**config.mk**
```make
export PLATFORM = sky130hd
export DESIGN_NAME = tosr_regs
export DESIGN_NICKNAME = d
export VERILOG_FILES = /design/src/logic/tosr_pkg.sv /design/src/logic/tosr_flag_if.sv /design/src/logic/tosr_status_flags.sv /design/src/logic/tosr_regs.sv
export SDC_FILE = /design/constraint.sdc
export NUM_CORES = 1
export LEC_CHECK = 0
export BUFFER_PORTS_ARGS = -buffer_cell sky130_fd_sc_hd__buf_4
export CORE_ASPECT_RATIO = 1.75
export CORE_MARGIN = 4
export CORE_UTILIZATION = 40
export CTS_BUF_LIST = sky130_fd_sc_hd__clkbuf_8 sky130_fd_sc_hd__clkbuf_16
export DETAILED_ROUTE_END_ITERATION = 7
export PLACE_DENSITY = 0.72
export SYNTH_ARGS = -nofsm -noshare
export SYNTH_HDL_FRONTEND = slang
export SYNTH_SLANG_ARGS = --single-unit
```
**constraint.sdc**
```tcl
create_clock -name clk -period 2.01 [get_ports clk]
set_input_delay 0.3015 -clock clk [delete_from_list [all_inputs] [get_ports clk]]
set_output_delay 0.3015 -clock clk [all_outputs]
set_load 0.03 [all_outputs]
```
**src/logic/tosr_pkg.sv**
```systemverilog
// What this block does
// - Crystal oscillator runs only while test word bit 15 is one; default zero.
// - Audio high-impedance bit 14 holds both audio outputs at mid-supply bias.
// - High-impedance applies only when powered down with interface supply present.
// - Status bit 15 flags a new RDS group ready; zero otherwise and at reset.
// - Status bit 14 sets when a seek or tune finishes; default zero.
// - Seek/tune-complete clears when host drops the seek or tune request.
// - Wrap mode zero: bit 13 sets when seek finds no qualifying channel.
// - Wrap mode one: bit 13 sets when seek reaches a band edge.
// - Seek-fail bit holds until host drops seek request, then clears.
// - Status bit 12 flags railed frequency control; audio softmuted while set.
// - Railed bit updates at seek/tune end and during normal reception.
// - Verbose mode only: bit 11 shows RDS decoder synchronized.
// - Verbose mode only: bits 10:9 give block A correction level.
// - Status bit 8 shows stereo; also routed to general pin three.
// - Status bits 7:0 give signal strength in dB steps, capped at 75.
package tosr_pkg;

    // ----------------------------------------------------------------
    // Register indices (byte address is four times the index)
    // ----------------------------------------------------------------
    localparam int ADDR_W = 8;
    localparam logic [5:0] IDX_TEST_CFG = 6'h07;
    localparam logic [5:0] IDX_RSV_TEST = 6'h08;
    localparam logic [5:0] IDX_BOOT = 6'h09;
    localparam logic [5:0] IDX_STATUS = 6'h0a;
    localparam logic [5:0] IDX_CTRL = 6'h10;

    // ----------------------------------------------------------------
    // Field positions
    // ----------------------------------------------------------------
    localparam int XTAL_BIT = 15;
    localparam int HIZ_BIT = 14;
    localparam int ST_GRP = 15;
    localparam int ST_DONE = 14;
    localparam int ST_FAIL = 13;
    localparam int ST_RAIL = 12;
    localparam int ST_SYNC = 11;
    localparam int ST_STEREO = 8;
    localparam int CTRL_PWR = 0;
    localparam int CTRL_SEEK = 1;
    localparam int CTRL_TUNE = 2;
    localparam int CTRL_WRAP = 3;
    localparam int CTRL_VERB = 4;

    // ----------------------------------------------------------------
    // Reset values and limits
    // ----------------------------------------------------------------
    localparam logic [15:0] TEST_CFG_RST = 16'h0100;
    localparam logic [15:0] RSV_TEST_RST = 16'h0000;
    localparam logic [15:0] BOOT_RST = 16'h0000;
    localparam logic [15:0] CTRL_RST = 16'h0000;
    localparam logic [15:0] CTRL_MASK = 16'h001f;
    localparam logic [7:0] RSSI_MAX = 8'h4b;
    localparam logic [1:0] RESP_OKAY = 2'h0;
    localparam logic [1:0] RESP_SLVERR = 2'h2;

    // ----------------------------------------------------------------
    // Bus channel states
    // ----------------------------------------------------------------
    typedef enum logic [1:0] {
        TOSR_WR_IDLE = 2'h1,
        TOSR_WR_RESP = 2'h2
    } tosr_wr_t;

    typedef enum logic [1:0] {
        TOSR_RD_IDLE = 2'h1,
        TOSR_RD_RESP = 2'h2
    } tosr_rd_t;

endpackage

```
**src/logic/tosr_flag_if.sv**
```systemverilog
`timescale 1ns/10ps
interface tosr_flag_if;
    // Control from the register side
    logic seekReq;
    logic tuneReq;
    logic seekWrap;
    logic rdsVerbose;
    logic statusRead;
    // Raw tuner core indications
    logic groupReady;
    logic seekDone;
    logic tuneDone;
    logic noChannel;
    logic bandEdge;
    logic afcRailed;
    logic rdsSynced;
    logic [1:0] blockAErr;
    logic stereo;
    logic [7:0] rssi;
    // Assembled status word
    logic [15:0] statusWord;

    modport regs (
        output seekReq, tuneReq, seekWrap, rdsVerbose, statusRead,
        output groupReady, seekDone, tuneDone, noChannel, bandEdge,
        output afcRailed, rdsSynced, blockAErr, stereo, rssi,
        input statusWord
    );
    modport flags (
        input seekReq, tuneReq, seekWrap, rdsVerbose, statusRead,
        input groupReady, seekDone, tuneDone, noChannel, bandEdge,
        input afcRailed, rdsSynced, blockAErr, stereo, rssi,
        output statusWord
    );
endinterface

```
**src/logic/tosr_status_flags.sv**
```systemverilog
`timescale 1ns/10ps
module tosr_status_flags (
    input wire logic clk,
    input wire logic nrst,
    tosr_flag_if.flags fl
);

    // ----------------------------------------------------------------
    // State
    // ----------------------------------------------------------------
    typedef struct packed {
        logic grp;
        logic done;
        logic fail;
        logic rail;
        logic sync;
        logic [1:0] bler;
        logic stereo;
        logic [7:0] rssi;
        logic seekPrev;
        logic tunePrev;
    } tosr_flag_state_t;

    tosr_flag_state_t q_r;
    tosr_flag_state_t q_nxt;
    logic seekDrop;
    logic tuneDrop;

    // Falling edges of the host requests clear done, only the seek edge clears fail; grp clears on a status read
    assign seekDrop = q_r.seekPrev & ~fl.seekReq;
    assign tuneDrop = q_r.tunePrev & ~fl.tuneReq;

    // Sticky flags: a set in the clearing cycle wins
    always_comb begin
        q_nxt = q_r;
        q_nxt.seekPrev = fl.seekReq;
        q_nxt.tunePrev = fl.tuneReq;
        q_nxt.grp = fl.groupReady | (q_r.grp & ~fl.statusRead);
        q_nxt.done = fl.seekDone | fl.tuneDone
            | (q_r.done & ~(seekDrop | tuneDrop));
        q_nxt.fail = (fl.seekWrap ? fl.bandEdge : fl.noChannel)
            | (q_r.fail & ~seekDrop);
        // Tracked every cycle, so it is current at completion too
        q_nxt.rail = fl.afcRailed;
        q_nxt.sync = fl.rdsVerbose & fl.rdsSynced;
        q_nxt.bler = fl.rdsVerbose ? fl.blockAErr : 2'h0;
        q_nxt.stereo = fl.stereo;
        // Clamp rather than wrap: software scales against a fixed ceiling
        q_nxt.rssi = (fl.rssi > tosr_pkg::RSSI_MAX) ? tosr_pkg::RSSI_MAX : fl.rssi;
    end

    always_ff @(posedge clk or negedge nrst) begin
        if (!nrst) begin
            q_r <= '0;
        end else begin
            q_r <= q_nxt;
        end
    end

    // Word layout follows the field positions
    assign fl.statusWord = {q_r.grp, q_r.done, q_r.fail, q_r.rail, q_r.sync,
                            q_r.bler, q_r.stereo, q_r.rssi};

endmodule

```
**src/logic/tosr_regs.sv**
```systemverilog
`timescale 1ns/10ps
module tosr_regs (
    input wire logic clk,
    input wire logic nrst,
    // AXI4-Lite slave
    input wire logic s_axi_awvalid,
    output logic s_axi_awready,
    input wire logic [7:0] s_axi_awaddr,
    input wire logic [2:0] s_axi_awprot,
    input wire logic s_axi_wvalid,
    output logic s_axi_wready,
    input wire logic [31:0] s_axi_wdata,
    input wire logic [3:0] s_axi_wstrb,
    output logic s_axi_bvalid,
    input wire logic s_axi_bready,
    output logic [1:0] s_axi_bresp,
    input wire logic s_axi_arvalid,
    output logic s_axi_arready,
    input wire logic [7:0] s_axi_araddr,
    input wire logic [2:0] s_axi_arprot,
    output logic s_axi_rvalid,
    input wire logic s_axi_rready,
    output logic [31:0] s_axi_rdata,
    output logic [1:0] s_axi_rresp,
    // Tuner core indications
    input wire logic groupReady,
    input wire logic seekDone,
    input wire logic tuneDone,
    input wire logic noChannel,
    input wire logic bandEdge,
    input wire logic afcRailed,
    input wire logic rdsSynced,
    input wire logic [1:0] blockAErr,
    input wire logic stereo,
    input wire logic [7:0] rssi,
    input wire logic vioPresent,
    // Controls toward the tuner core and pins
    output logic xtalOscOn,
    output logic audioHizOn,
    output logic softMute,
    output logic generalPinThree,
    output logic powerUp,
    output logic seekReq,
    output logic tuneReq,
    output logic seekWrapMode,
    output logic rdsVerboseSel
);

    // ----------------------------------------------------------------
    // State
    // ----------------------------------------------------------------
    typedef struct packed {
        tosr_pkg::tosr_wr_t wst;
        tosr_pkg::tosr_rd_t rst;
        logic awHeld;
        logic wHeld;
        logic [5:0] wIdx;
        logic [15:0] wData;
        logic [1:0] wStrb;
        logic awready;
        logic wready;
        logic bvalid;
        logic [1:0] bresp;
        logic arready;
        logic rvalid;
        logic [1:0] rresp;
        logic [31:0] rdata;
        logic [15:0] testCfg;
        logic [15:0] rsvTest;
        logic [15:0] boot;
        logic [15:0] ctrl;
        logic statusRd;
        logic xtal;
        logic hiz;
        logic mute;
        logic pin3;
    } tosr_regs_state_t;

    tosr_regs_state_t q_r;
    tosr_regs_state_t q_nxt;
    tosr_flag_if fl ();

    // ----------------------------------------------------------------
    // Helpers
    // ----------------------------------------------------------------

    // Unmapped offsets answer with a slave error on both channels
    function automatic logic isMapped(input logic [5:0] idx);
        isMapped = (idx == tosr_pkg::IDX_TEST_CFG) || (idx == tosr_pkg::IDX_RSV_TEST)
                || (idx == tosr_pkg::IDX_BOOT) || (idx == tosr_pkg::IDX_STATUS)
                || (idx == tosr_pkg::IDX_CTRL);
    endfunction

    // Byte-lane merge for the 16-bit registers; upper lanes have no storage
    function automatic logic [15:0] mergeLanes(input logic [15:0] old,
                                               input logic [15:0] data,
                                               input logic [1:0] strb);
        mergeLanes = {strb[1] ? data[15:8] : old[15:8],
                      strb[0] ? data[7:0] : old[7:0]};
    endfunction

    // ----------------------------------------------------------------
    // Status flag keeper
    // ----------------------------------------------------------------
    assign fl.seekReq = q_r.ctrl[tosr_pkg::CTRL_SEEK];
    assign fl.tuneReq = q_r.ctrl[tosr_pkg::CTRL_TUNE];
    assign fl.seekWrap = q_r.ctrl[tosr_pkg::CTRL_WRAP];
    assign fl.rdsVerbose = q_r.ctrl[tosr_pkg::CTRL_VERB];
    assign fl.statusRead = q_r.statusRd;
    assign fl.groupReady = groupReady;
    assign fl.seekDone = seekDone;
    assign fl.tuneDone = tuneDone;
    assign fl.noChannel = noChannel;
    assign fl.bandEdge = bandEdge;
    assign fl.afcRailed = afcRailed;
    assign fl.rdsSynced = rdsSynced;
    assign fl.blockAErr = blockAErr;
    assign fl.stereo = stereo;
    assign fl.rssi = rssi;

    tosr_status_flags u_flags (
        .clk(clk),
        .nrst(nrst),
        .fl(fl.flags)
    );

    // ----------------------------------------------------------------
    // Next-state logic
    // ----------------------------------------------------------------

    // Bus channels, register writes and derived pin controls
    always_comb begin
        logic awTake;
        logic wTake;
        logic [5:0] rIdx;
        logic [15:0] rWord;
        awTake = 1'b0;
        wTake = 1'b0;
        rIdx = s_axi_araddr[7:2];
        rWord = 16'h0000;
        q_nxt = q_r;
        q_nxt.statusRd = 1'b0;

        // Write channel: address and data are taken in either order
        unique case (q_r.wst)
            tosr_pkg::TOSR_WR_IDLE: begin
                awTake = s_axi_awvalid & q_r.awready;
                wTake = s_axi_wvalid & q_r.wready;
                if (awTake) begin
                    q_nxt.awHeld = 1'b1;
                    q_nxt.wIdx = s_axi_awaddr[7:2];
                end
                if (wTake) begin
                    q_nxt.wHeld = 1'b1;
                    q_nxt.wData = s_axi_wdata[15:0];
                    q_nxt.wStrb = s_axi_wstrb[1:0];
                end
                if (q_nxt.awHeld && q_nxt.wHeld) begin
                    q_nxt.bresp = isMapped(q_nxt.wIdx) ? tosr_pkg::RESP_OKAY
                                                       : tosr_pkg::RESP_SLVERR;
                    unique case (q_nxt.wIdx)
                        tosr_pkg::IDX_TEST_CFG: begin
                            q_nxt.testCfg = mergeLanes(q_r.testCfg, q_nxt.wData,
                                                       q_nxt.wStrb);
                        end
                        tosr_pkg::IDX_RSV_TEST: begin
                            q_nxt.rsvTest = mergeLanes(q_r.rsvTest, q_nxt.wData,
                                                       q_nxt.wStrb);
                        end
                        tosr_pkg::IDX_BOOT: begin
                            q_nxt.boot = mergeLanes(q_r.boot, q_nxt.wData, q_nxt.wStrb);
                        end
                        tosr_pkg::IDX_CTRL: begin
                            q_nxt.ctrl = mergeLanes(q_r.ctrl, q_nxt.wData, q_nxt.wStrb)
                                       & tosr_pkg::CTRL_MASK;
                        end
                        default: begin
                            // Status is read-only and other offsets have no storage
                            q_nxt.ctrl = q_r.ctrl;
                        end
                    endcase
                    q_nxt.awHeld = 1'b0;
                    q_nxt.wHeld = 1'b0;
                    q_nxt.bvalid = 1'b1;
                    q_nxt.awready = 1'b0;
                    q_nxt.wready = 1'b0;
                    q_nxt.wst = tosr_pkg::TOSR_WR_RESP;
                end else begin
                    q_nxt.awready = ~q_nxt.awHeld;
                    q_nxt.wready = ~q_nxt.wHeld;
                end
            end
            tosr_pkg::TOSR_WR_RESP: begin
                // Only one write in flight: both readies stay low here
                if (s_axi_bready) begin
                    q_nxt.bvalid = 1'b0;
                    q_nxt.awready = 1'b1;
                    q_nxt.wready = 1'b1;
                    q_nxt.wst = tosr_pkg::TOSR_WR_IDLE;
                end
            end
            default: begin
                q_nxt.wst = tosr_pkg::TOSR_WR_IDLE;
                q_nxt.awready = 1'b1;
                q_nxt.wready = 1'b1;
                q_nxt.bvalid = 1'b0;
            end
        endcase

        // Read channel: data is captured when the address is taken
        unique case (q_r.rst)
            tosr_pkg::TOSR_RD_IDLE: begin
                if (s_axi_arvalid && q_r.arready) begin
                    unique case (rIdx)
                        tosr_pkg::IDX_TEST_CFG: rWord = q_r.testCfg;
                        tosr_pkg::IDX_RSV_TEST: rWord = q_r.rsvTest;
                        tosr_pkg::IDX_BOOT: rWord = q_r.boot;
                        tosr_pkg::IDX_STATUS: rWord = fl.statusWord;
                        tosr_pkg::IDX_CTRL: rWord = q_r.ctrl;
                        default: rWord = 16'h0000;
                    endcase
                    q_nxt.rdata = {16'h0000, rWord};
                    q_nxt.rresp = isMapped(rIdx) ? tosr_pkg::RESP_OKAY
                                                 : tosr_pkg::RESP_SLVERR;
                    // Reading the status word retires the group-ready flag
                    q_nxt.statusRd = (rIdx == tosr_pkg::IDX_STATUS);
                    q_nxt.rvalid = 1'b1;
                    q_nxt.arready = 1'b0;
                    q_nxt.rst = tosr_pkg::TOSR_RD_RESP;
                end
            end
            tosr_pkg::TOSR_RD_RESP: begin
                if (s_axi_rready) begin
                    q_nxt.rvalid = 1'b0;
                    q_nxt.arready = 1'b1;
                    q_nxt.rst = tosr_pkg::TOSR_RD_IDLE;
                end
            end
            default: begin
                q_nxt.rst = tosr_pkg::TOSR_RD_IDLE;
                q_nxt.arready = 1'b1;
                q_nxt.rvalid = 1'b0;
            end
        endcase

        // Pin controls, registered so every output leaves a flop
        q_nxt.xtal = q_r.testCfg[tosr_pkg::XTAL_BIT];
        // Powered-up state overrides the bias request entirely
        q_nxt.hiz = q_r.testCfg[tosr_pkg::HIZ_BIT]
                  & ~q_r.ctrl[tosr_pkg::CTRL_PWR] & vioPresent;
        q_nxt.mute = fl.statusWord[tosr_pkg::ST_RAIL];
        q_nxt.pin3 = fl.statusWord[tosr_pkg::ST_STEREO];
    end

    // ----------------------------------------------------------------
    // State register
    // ----------------------------------------------------------------
    always_ff @(posedge clk or negedge nrst) begin
        if (!nrst) begin
            q_r <= '0;
            q_r.wst <= tosr_pkg::TOSR_WR_IDLE;
            q_r.rst <= tosr_pkg::TOSR_RD_IDLE;
            q_r.awready <= 1'b1;
            q_r.wready <= 1'b1;
            q_r.arready <= 1'b1;
            q_r.testCfg <= tosr_pkg::TEST_CFG_RST;
            q_r.rsvTest <= tosr_pkg::RSV_TEST_RST;
            q_r.boot <= tosr_pkg::BOOT_RST;
            q_r.ctrl <= tosr_pkg::CTRL_RST;
        end else begin
            q_r <= q_nxt;
        end
    end

    // ----------------------------------------------------------------
    // Outputs
    // ----------------------------------------------------------------
    assign s_axi_awready = q_r.awready;
    assign s_axi_wready = q_r.wready;
    assign s_axi_bvalid = q_r.bvalid;
    assign s_axi_bresp = q_r.bresp;
    assign s_axi_arready = q_r.arready;
    assign s_axi_rvalid = q_r.rvalid;
    assign s_axi_rdata = q_r.rdata;
    assign s_axi_rresp = q_r.rresp;
    assign xtalOscOn = q_r.xtal;
    assign audioHizOn = q_r.hiz;
    assign softMute = q_r.mute;
    assign generalPinThree = q_r.pin3;
    assign powerUp = q_r.ctrl[tosr_pkg::CTRL_PWR];
    assign seekReq = q_r.ctrl[tosr_pkg::CTRL_SEEK];
    assign tuneReq = q_r.ctrl[tosr_pkg::CTRL_TUNE];
    assign seekWrapMode = q_r.ctrl[tosr_pkg::CTRL_WRAP];
    assign rdsVerboseSel = q_r.ctrl[tosr_pkg::CTRL_VERB];

endmodule

```
=== Word-level counts from Yosys, hierarchy flattened ===
Cells that the tools add are included.

* Magnitude comparators: 1
* Equal/unequal tests: 18
* Muxes and demuxes: 30
* Bitwise gates (word level): 23
* Reductions and logical operators: 21

{| class="wikitable"
|+ Operators by type and width
! operator !! count
|-
| 16-bit one-hot mux with 5 select lines || 1
|-
| 6-bit by 4-bit == test with 1-bit output (second input constant) || 6
|-
| 18-bit 2-to-1 mux || 2
|-
| 36-bit 2-to-1 mux || 1
|-
| 4-bit AND reduction || 7
|-
| 2-bit 2-to-1 mux || 10
|-
| 6-bit by 3-bit == test with 1-bit output (second input constant) || 2
|-
| 6-bit by 5-bit == test with 1-bit output (second input constant) || 2
|-
| 6-bit 2-to-1 mux || 2
|-
| 2-bit one-hot mux with 2 select lines || 3
|-
| 1-bit bitwise AND || 10
|-
| 8-bit by 7-bit > comparator with 1-bit output (second input constant) || 1
|-
| 1-bit logical OR || 8
|-
| 8-bit 2-to-1 mux || 1
|-
| 2-bit inequality test (second input constant) || 4
|-
| 1-bit NOT || 8
|-
| 2-bit AND reduction || 4
|-
| 1-bit 2-to-1 mux || 7
|-
| 3-bit 2-to-1 mux || 2
|-
| 3-bit one-hot mux with 2 select lines || 1
|-
| 1-bit bitwise OR || 5
|-
| 2-bit by 1-bit == test with 1-bit output (second input constant) || 2
|-
| 2-bit == test (second input constant) || 2
|-
| 1-bit logical AND || 2
|}

* Flip-flop bits (word level): 131
* Output and inout bits: 50
* Word-level logic and storage cells: 130

=== Logic depth before layout (Yosys ltp) ===
Gate-level depths: netlist of the first run.

* Depth in word-level cells: 11
* Depth in mapped cells: 7

=== By module ===
From an unflattened synthesis of the first run, not the netlist that was laid out.

* Cell total of the unflattened synthesis: 466
* Area total of the unflattened synthesis: 5,930.7 sq um

{| class="wikitable"
|+ Modules (own cells, without submodules)
! module !! times used !! cells each !! area an instance (sq um) !! seq. area each (sq um)
|-
| tosr_regs || 1 || 408 || 5,207.5 || 2,758.9
|-
| tosr_status_flags || 1 || 58 || 723.2 || 450.4
|}

=== Least setup slack after synthesis of the first run ===
No wires, ideal clock.

* Kind: register to register
* Start point: reg q_r (netlist bit s_axi_awready)
* End point: reg q_r[29] in the netlist's numbering
* Setup time: 0.125 ns
* Data arrival time: 2.020 ns
* Data required time: 1.885 ns
* Setup slack: -0.134 ns
* Cell stages (with the launch flop): 6
* Path buffers: 1
* Cell sequence: dfstp_2 buf_2 a21o_1 nand3_4 nor4_4 mux2_2

* Cells in the longest elaborated chain, start to end: 5
* Elaborated cells between the ends (all ways): 8

{| class="wikitable"
|+ RTL lines
! item !! line !! text
|-
| start: declaration || tosr_regs.sv:79 || <nowiki>tosr_regs_state_t q_r;</nowiki>
|-
| start signal: assignment || tosr_regs.sv:271 || <nowiki>q_r <= q_nxt;</nowiki>
|-
| 1-bit bitwise AND (*) || tosr_regs.sv:147 || <nowiki>awTake = s_axi_awvalid & q_r.awready;</nowiki>
|-
| 6-bit 2-to-1 mux / 1-bit 2-to-1 mux (equally long branches) || tosr_regs.sv:149 || <nowiki>if (awTake) begin</nowiki>
|-
| 6-bit 2-to-1 mux / 1-bit 2-to-1 mux (equally long branches) || tosr_regs.sv:145 || <nowiki>unique case (q_r.wst)</nowiki>
|-
| 6-bit by 4-bit == test with 1-bit output / 1-bit logical AND (equally long branches) || tosr_regs.sv:161, tosr_regs.sv:158 ||
|-
| 4-bit AND reduction (no line) (*) || -- ||
|}

Every way passes the cells marked *; elsewhere a longest branch is shown, timed or not. The select of a mux whose other input is x is not followed.
A chain may end at the register's enable or synchronous reset.

=== Worst setup path after layout of the first run ===
* Start point: reg q_r (netlist bit s_axi_awready)
* End point: reg q_r[33] in the netlist's numbering

The elaborated chain is that of the path after synthesis.

==> metrics, run 1 <==
H-tree levels=4; setup_tns=0 ns; startpoint types=register; final setup fails=0; largest net degree at the start of global routing=40; #FFs+latches synth=around 130; post-synthesis sequential area ratio=around 54%; die area=~17000 um^2; Tcrit/Tclk final=a little over nine tenths; CP endpoint kind=register; WHS Endpoint=u_flags.fl.statusWord[0]; Die X=100 um; Final Routed Wirelength=14700 um; HP Start=rssi[0]; Tot GR Track Use=between 10% and 20%; total global routing overflow=0; drt pass-1 iters=4; Clock Power Share=31.6%; initial DRC count=between 200 and 250; DR WL/cell=19.1 um; Reg2Reg Setup Slack=0.03 ns; Avg Inst Size Synth=12.8 um^2; r2r startpoint=s_axi_awready; Worst-Margin Slew=0.559 ns; kind of critical path=reg -> reg; WHS Path Cells=2; Slew Limit Fails=0; # IOs=134; worst hold path class=in -> reg; Combinational Power Share=slightly above 30%; worst skew pair latency=0.41 ns; Final Power=around 11 mW; Final ANT Viol Nets=0; Slew headroom=62.8%; buffers added on ports=87; Ys Warns=0; Nets=664; post-synthesis cell area=5950 um^2; Fin Hold WS=0.0782 ns; Max Cap Viol=0; vias in the first global route=approximately 4.5k; Post-synth top flop=dfrtp_1; first-pass GRT wire length=approximately 23000 um; Rows=58; Initial Util=41.0%; area leader, netlist=dfrtp_1; EDFF count, synth=0; worst-path fanout max=8; placed wire-length estimate after detailed placement=~11000 um; layout cells sized above 1=48.1%; Switching Power=3.52 mW; asr flop ratio synth=100%; internal power=7.35 mW; clk buf depth=2; final worst slack=between 0.02 and 0.03 ns; FF+latch area=about 3200 um^2; CTS tree=done; Final Hold Fails=0; Antenna Cells=0; Worst EP required=approximately 2.3 ns; DR vias/cell=5.32; clock sink count=128; worst vdd ir=0.000881 V; shortest period the worst path allows=1.98 ns; Place WS=around 0.0086 ns; crit path DAT=2.28 ns; Net Sw Frac=32.4%; Residual DRC=0; TritonCTS buffer count=17; Via Count=4109; Root Driver=clkbuf_16; Multi-input gate area=2530 um^2; Final GP Congestion=0.872; Core Area=14500 um^2; pwr dens=between 1000 and 1500 nW/um^2; cells after synthesis=467; top cells by area, synth=dfrtp_1 (52%), mux2_2 (19%), buf_4 (4.7%); Reg2Reg Depth=5; leakage=3.56 nW; Synth top area share=51.7%; clock skew=between 0.006 and 0.007 ns; synth-to-layout area growth=29.3%; synth unique cells=roughly 50; sequential share of power=37.2%; outcome=finished, final reports clean; initial antenna violation count=0; reg-to-reg endpoint=q_r[33]; Die Y=169 um; Final Util=53.1%; max frequency=505 MHz; Reg clk slew, reported paths=around 0.060 ns; fillers=1188
-- critical path, cell delays in order (launching register included) --
cell,delay [ns]
dfstp_2,0.65
and4b_1,0.25
a31oi_2,0.08
nor4_4,0.38
buf_12,0.17
mux2_2,0.33
-- synth_stat cells, types with 4 or more instances --
cell and instances:
dfrtp_1 123, nor2_1 27, a21oi_1 24, dfstp_2 5, buf_4 37, nand2_1 8
nand2b_1 11, and2_1 8, nor2b_1 4, inv_1 8, clkbuf_1 6, nor4_4 4
nor3_1 10, mux2i_1 13, nand4_1 4, mux2_1 4, a221oi_1 10, mux2_2 99
o21ai_0 7, a222oi_1 7, buf_2 6
-- sequential cells by signal, indices dropped and copies added, names as in the netlist, 2 cells and up --
signal	count
u_flags.fl.statusWord	16
u_flags.q_r	2
q_r	77
s_axi_rdata	16
-- area by class of cell --
class / count / area share [%]
clock buffer: 20 / 6.06
sequential: 128 / 41.7
multi-input combinational: 298 / 32.9
tap: 180 / 2.92
timing repair buffer: 127 / 13.4
clock inverter: 12 / 2.66
inverter: 8 / 0.390
-- power groups by stage --
| stage | logic [mW] | registers, mW | clock network (mW) |
|---|---|---|---|
| 6_report | 3.39 | 4.04 | 3.44 |
| 5_1_grt | 3.66 | 4.12 | 3.60 |
| 4_1_cts | 3.28 | 4.03 | 3.48 |
| 3_5_place_dp | 3.24 | 4.04 | 0 |
| 3_3_place_gp | 3.11 | 3.97 | 0 |
| 2_1_floorplan | 2.34 | 4.00 | 0 |
-- cells by family (layout without fill, tap and decap cells) --
logic type,count (synthesis),in the layout,synth area share [%]
buffers and inverters,59,167,6.18
AND/OR/NAND/NOR,101,101,10.9
other,1,19,0.0630
AO/OA/AOI/OAI,61,61,7.02
multiplexers,117,117,21.9
flip-flops,128,128,53.9
-- routing by layer --
metal / GRT usage [%] / share of wire (%) / vias up
li1: - / - / 1877
met3: 3.70 / 4.1 / 24
met2: 33.6 / 58 / 115
met4: 8.56 / 2.8 / 0
met5: 0 / 0 / -
met1: 18.5 / 35 / 2093
-- cell usage in the layout, fill, tap and decap left out, types with 6 or more instances in the layout --
| cell | n |
|---|---|
| o21ai_0 | 7 |
| buf_4 | 117 |
| buf_12 | 6 |
| and2_1 | 7 |
| a221oi_1 | 10 |
| clkbuf_16 | 17 |
| nor3_1 | 10 |
| nand2b_1 | 11 |
| a21oi_1 | 23 |
| dfrtp_1 | 123 |
| mux2_2 | 96 |
| mux2i_1 | 10 |
| a222oi_1 | 7 |
| inv_1 | 8 |
| nand2_1 | 7 |
| nor2_1 | 27 |
| conb_1 | 19 |
-- metrics by stage --
step	area (um^2)	cells
finish	7700	773
global route	7700	773
CTS	7620	766
detailed placement	6910	731
global placement	6910	731
floorplan	6080	485
-- worst max path at each step --
stage,startpoint,to,slack [ns],depth (start not counted)
detailed placement,q_r[132],q_r[42],0.009,5
global placement,q_r[132],q_r[46],0.03,5
CTS,s_axi_awready,q_r[62],0.006,6
global route,s_axi_awready,q_r[28],-0.02,5
floorplan,s_axi_wready,q_r[46],-0.04,5
finish,s_axi_awready,q_r[33],0.03,5
-- what timing repair did --
item	4_1_cts	5_1_grt
endpoints found under the hold margin	34	0
hold buffers	3	0
endpoints found under the setup margin	17	52
pin swaps	0	5
gates cloned	0	0
setup buffers	0	7
gates resized for setup	1	6
No activity file was read; power rests on OpenSTA's default activity.
==> run 2, diff against run 1 <==
--- a/config.mk
+++ b/config.mk
@@ -8,10 +8,12 @@
 export BUFFER_PORTS_ARGS = -buffer_cell sky130_fd_sc_hd__buf_4
 export CORE_ASPECT_RATIO = 1.75
 export CORE_MARGIN = 4
-export CORE_UTILIZATION = 40
+export CORE_UTILIZATION = 45
 export CTS_BUF_LIST = sky130_fd_sc_hd__clkbuf_8 sky130_fd_sc_hd__clkbuf_16
 export DETAILED_ROUTE_END_ITERATION = 7
-export PLACE_DENSITY = 0.72
+export GPL_ROUTABILITY_DRIVEN = 1
+export PLACE_DENSITY = 0.79
+export REMOVE_ABC_BUFFERS = 1
 export SYNTH_ARGS = -nofsm -noshare
 export SYNTH_HDL_FRONTEND = slang
 export SYNTH_SLANG_ARGS = --single-unit
==> run 2 against run 1 <==
The flow now finishes with violations (setup timing). Via count decreased by 0.12%. Register-to-register slack got worse by 0.03 ns. Global-route usage increased by 1.9 points. Clock power decreased by 15%. Design area decreased by 0.80%. Largest cell class unchanged. Largest power group unchanged. Combinational power about the same. Critical endpoint is now q_r[30]. Utilization increased by 6.0 points.
==> metrics, run 2 (synthesis gave the netlist of run 1 again) <==
Reg clk slew, reported paths=0.06 ns (about the same); most common cell after layout, fill and taps aside=dfrtp_1; synth-to-layout area growth=28.3%; clk buf depth=2 (unchanged); Max Cap Viol=0 (unchanged); outcome=finished, violations left; TritonCTS buffer count=17 (unchanged); Slew Limit Fails=0 (unchanged); total global routing overflow=0 (unchanged); initial DRC count=286 (+30%); max frequency=497 MHz (-1.5%); crit path cell chain=and4b_1, a31oi_1, buf_4, nor4_4, buf_12, mux2_4; leakage=3.53 nW (-0.83%); layout cells sized above 1=48.1% (about the same); worst skew pair latency=0.41 ns (about the same); DR vias/cell=5.39 (+1.3%); Largest register FFs=77 (unchanged); FF+latch area=3210 um^2 (unchanged); die area=15200 um^2 (-10%); most frequent cells in the layout=dfrtp_1 (123), buf_4 (114), mux2_2 (79); drt pass-1 iters=7 (+3); Final Hold Fails=0 (unchanged); Final Power=10.3 mW (-5.1%); first-pass GRT wire length=23100 um (-1.4%); CP endpoint kind=register; kind of critical path=reg -> reg; Final Routed Wirelength=14300 um (-3.0%); DR WL/cell=18.8 um (-1.6%); final setup fails=1 (+1); Placed Cells incl. Taps=721 (-1.4%); Die Y=160 um (-5.4%); clock skew=0.0126 ns (+0.00565 ns); initial antenna violation count=0 (unchanged); Nets=662 (-0.30%); Antenna Cells=0 (unchanged); Worst EP required=2.30 ns (about the same); setup_tns=-0.000615 ns (-0.000615 ns); fin cells=762 (-1.4%); Final GP Congestion=0.896 (+2.8%); Tot GR Track Use=19.8% (+1.9 points); Slew headroom=61.0% (-1.8 points); Final ANT Viol Nets=0 (unchanged); Top reg by flops=q_r; Core Area=12900 um^2 (-11%); crit path DAT=2.30 ns (+0.02 ns); largest net degree at the start of global routing=43 (+7.5%); Place WS=-0.0204 ns (-0.0290 ns); failing checks=setup timing; pwr dens=1350 nW/um^2 (-4.3%); Via Count=4104 (-0.12%); Finished Cell Area=7640 um^2 (-0.80%); Crit-path slowest cell=dfstp_2; final worst slack=-0.000615 ns (-0.0299 ns); DP Area=6850 um^2 (-0.89%); Rows=55 (-5.2%); H-tree levels=4 (unchanged); Root Driver=clkbuf_16; Worst-Margin Slew=0.586 ns (+0.0272 ns); fillers=1014 (-15%); Reg2Reg Setup Slack=-0.0006 ns (-0.03 ns); startpoint types=register; Residual DRC=0 (unchanged); # IOs=134 (unchanged); worst vdd ir=0.000597 V (-32%); buffers added on ports=87 (unchanged); CTS tree=done; worst hold path class=in -> reg; Die X=95.0 um (-5.3%); Initial Util=46.0% (+5.0 points); placed wire-length estimate after detailed placement=10400 um (-2.1%); vias in the first global route=4465 (-0.73%); shortest period the worst path allows=2.01 ns (+0.0299 ns); Multi-input gate area=2580 um^2 (+2.1%); worst-path fanout max=8 (unchanged); clock sink count=128 (unchanged); Tcrit/Tclk final=100% (+1.5 points); unrepaired setup endpoints after global routing=yes; Crit path largest cell delay=0.62 ns (-0.03 ns)
-- run 2: cell count changes in the layout (fill, tap and decap cells not counted), moves of 2 or more --
cell	delta
bufinv_16	-4
mux2_2	-17
buf_6	+2
mux2_1	-4
buf_4	-3
clkinv_2	+3
mux2_4	+21
-- run 2: final timing paths --
path                                           from                  endpoint  cells past startpoint
max                                   s_axi_awready                   q_r[30]                      6
min                                         rssi[0]  u_flags.fl.statusWord[0]                      2
max reg2reg                           s_axi_awready                   q_r[30]                      6
min reg2reg                u_flags.fl.statusWord[8]           generalPinThree                      0
max in group asynchronous                      nrst                  q_r[138]                      3
min in group asynchronous                      nrst                  q_r[113]                      2
-- run 2: per-layer routing --
metal  up-vias  wire length [um]  GRT usage, %
li1       1864                 -             -
met1      2086              5310          23.1
met2       134              7930          35.2
met3        20               762          4.05
met4         0               290          7.03
met5         -                 0             0
-- run 2: cell type report --
| class | count | share of cell area, % |
|---|---|---|
| Clock buffer | 20 | 6.11 |
| Clock inverter | 12 | 1.41 |
| Inverter | 8 | 0.393 |
| Multi-Input combinational cell | 298 | 33.8 |
| Sequential cell | 128 | 42.0 |
| Tap cell | 171 | 2.80 |
| Timing Repair Buffer | 125 | 13.5 |
-- run 2: worst max-delay path, delay by kind of cell (launching register included) --
kind                   cells  cell delay (ns)
and+or+nand+nor            2             0.55
DFF                        1             0.62
muxes                      1             0.31
AOI/OAI and AO/OA          1             0.05
buffers and inverters      2             0.36
-- run 2: metrics by stage --
step	utilization (%)	hold slack (ns)
after floorplan	-	0.00591
final	59.0	0.0827
after detailed placement	53.0	0.325
after CTS	57.9	0.0751
after global placement	53.0	0.318
after global routing	59.0	0.0688
-- run 2: timing repair --
action / CTS / global route
setup buffers: 2 / 4
gates resized for setup: 5 / 29
hold buffers: 3 / 0
pin swaps: 2 / 8
endpoints found under the hold margin: 38 / 0
setup endpoints to repair: 22 / 44
-- run 2: power by group --
group	internal, mW	total [mW]	switching [mW]
combinational	1.63	3.37	1.74
clock	1.80	2.92	1.12
sequential	3.44	4.03	0.588
total	6.87	10.3	3.45
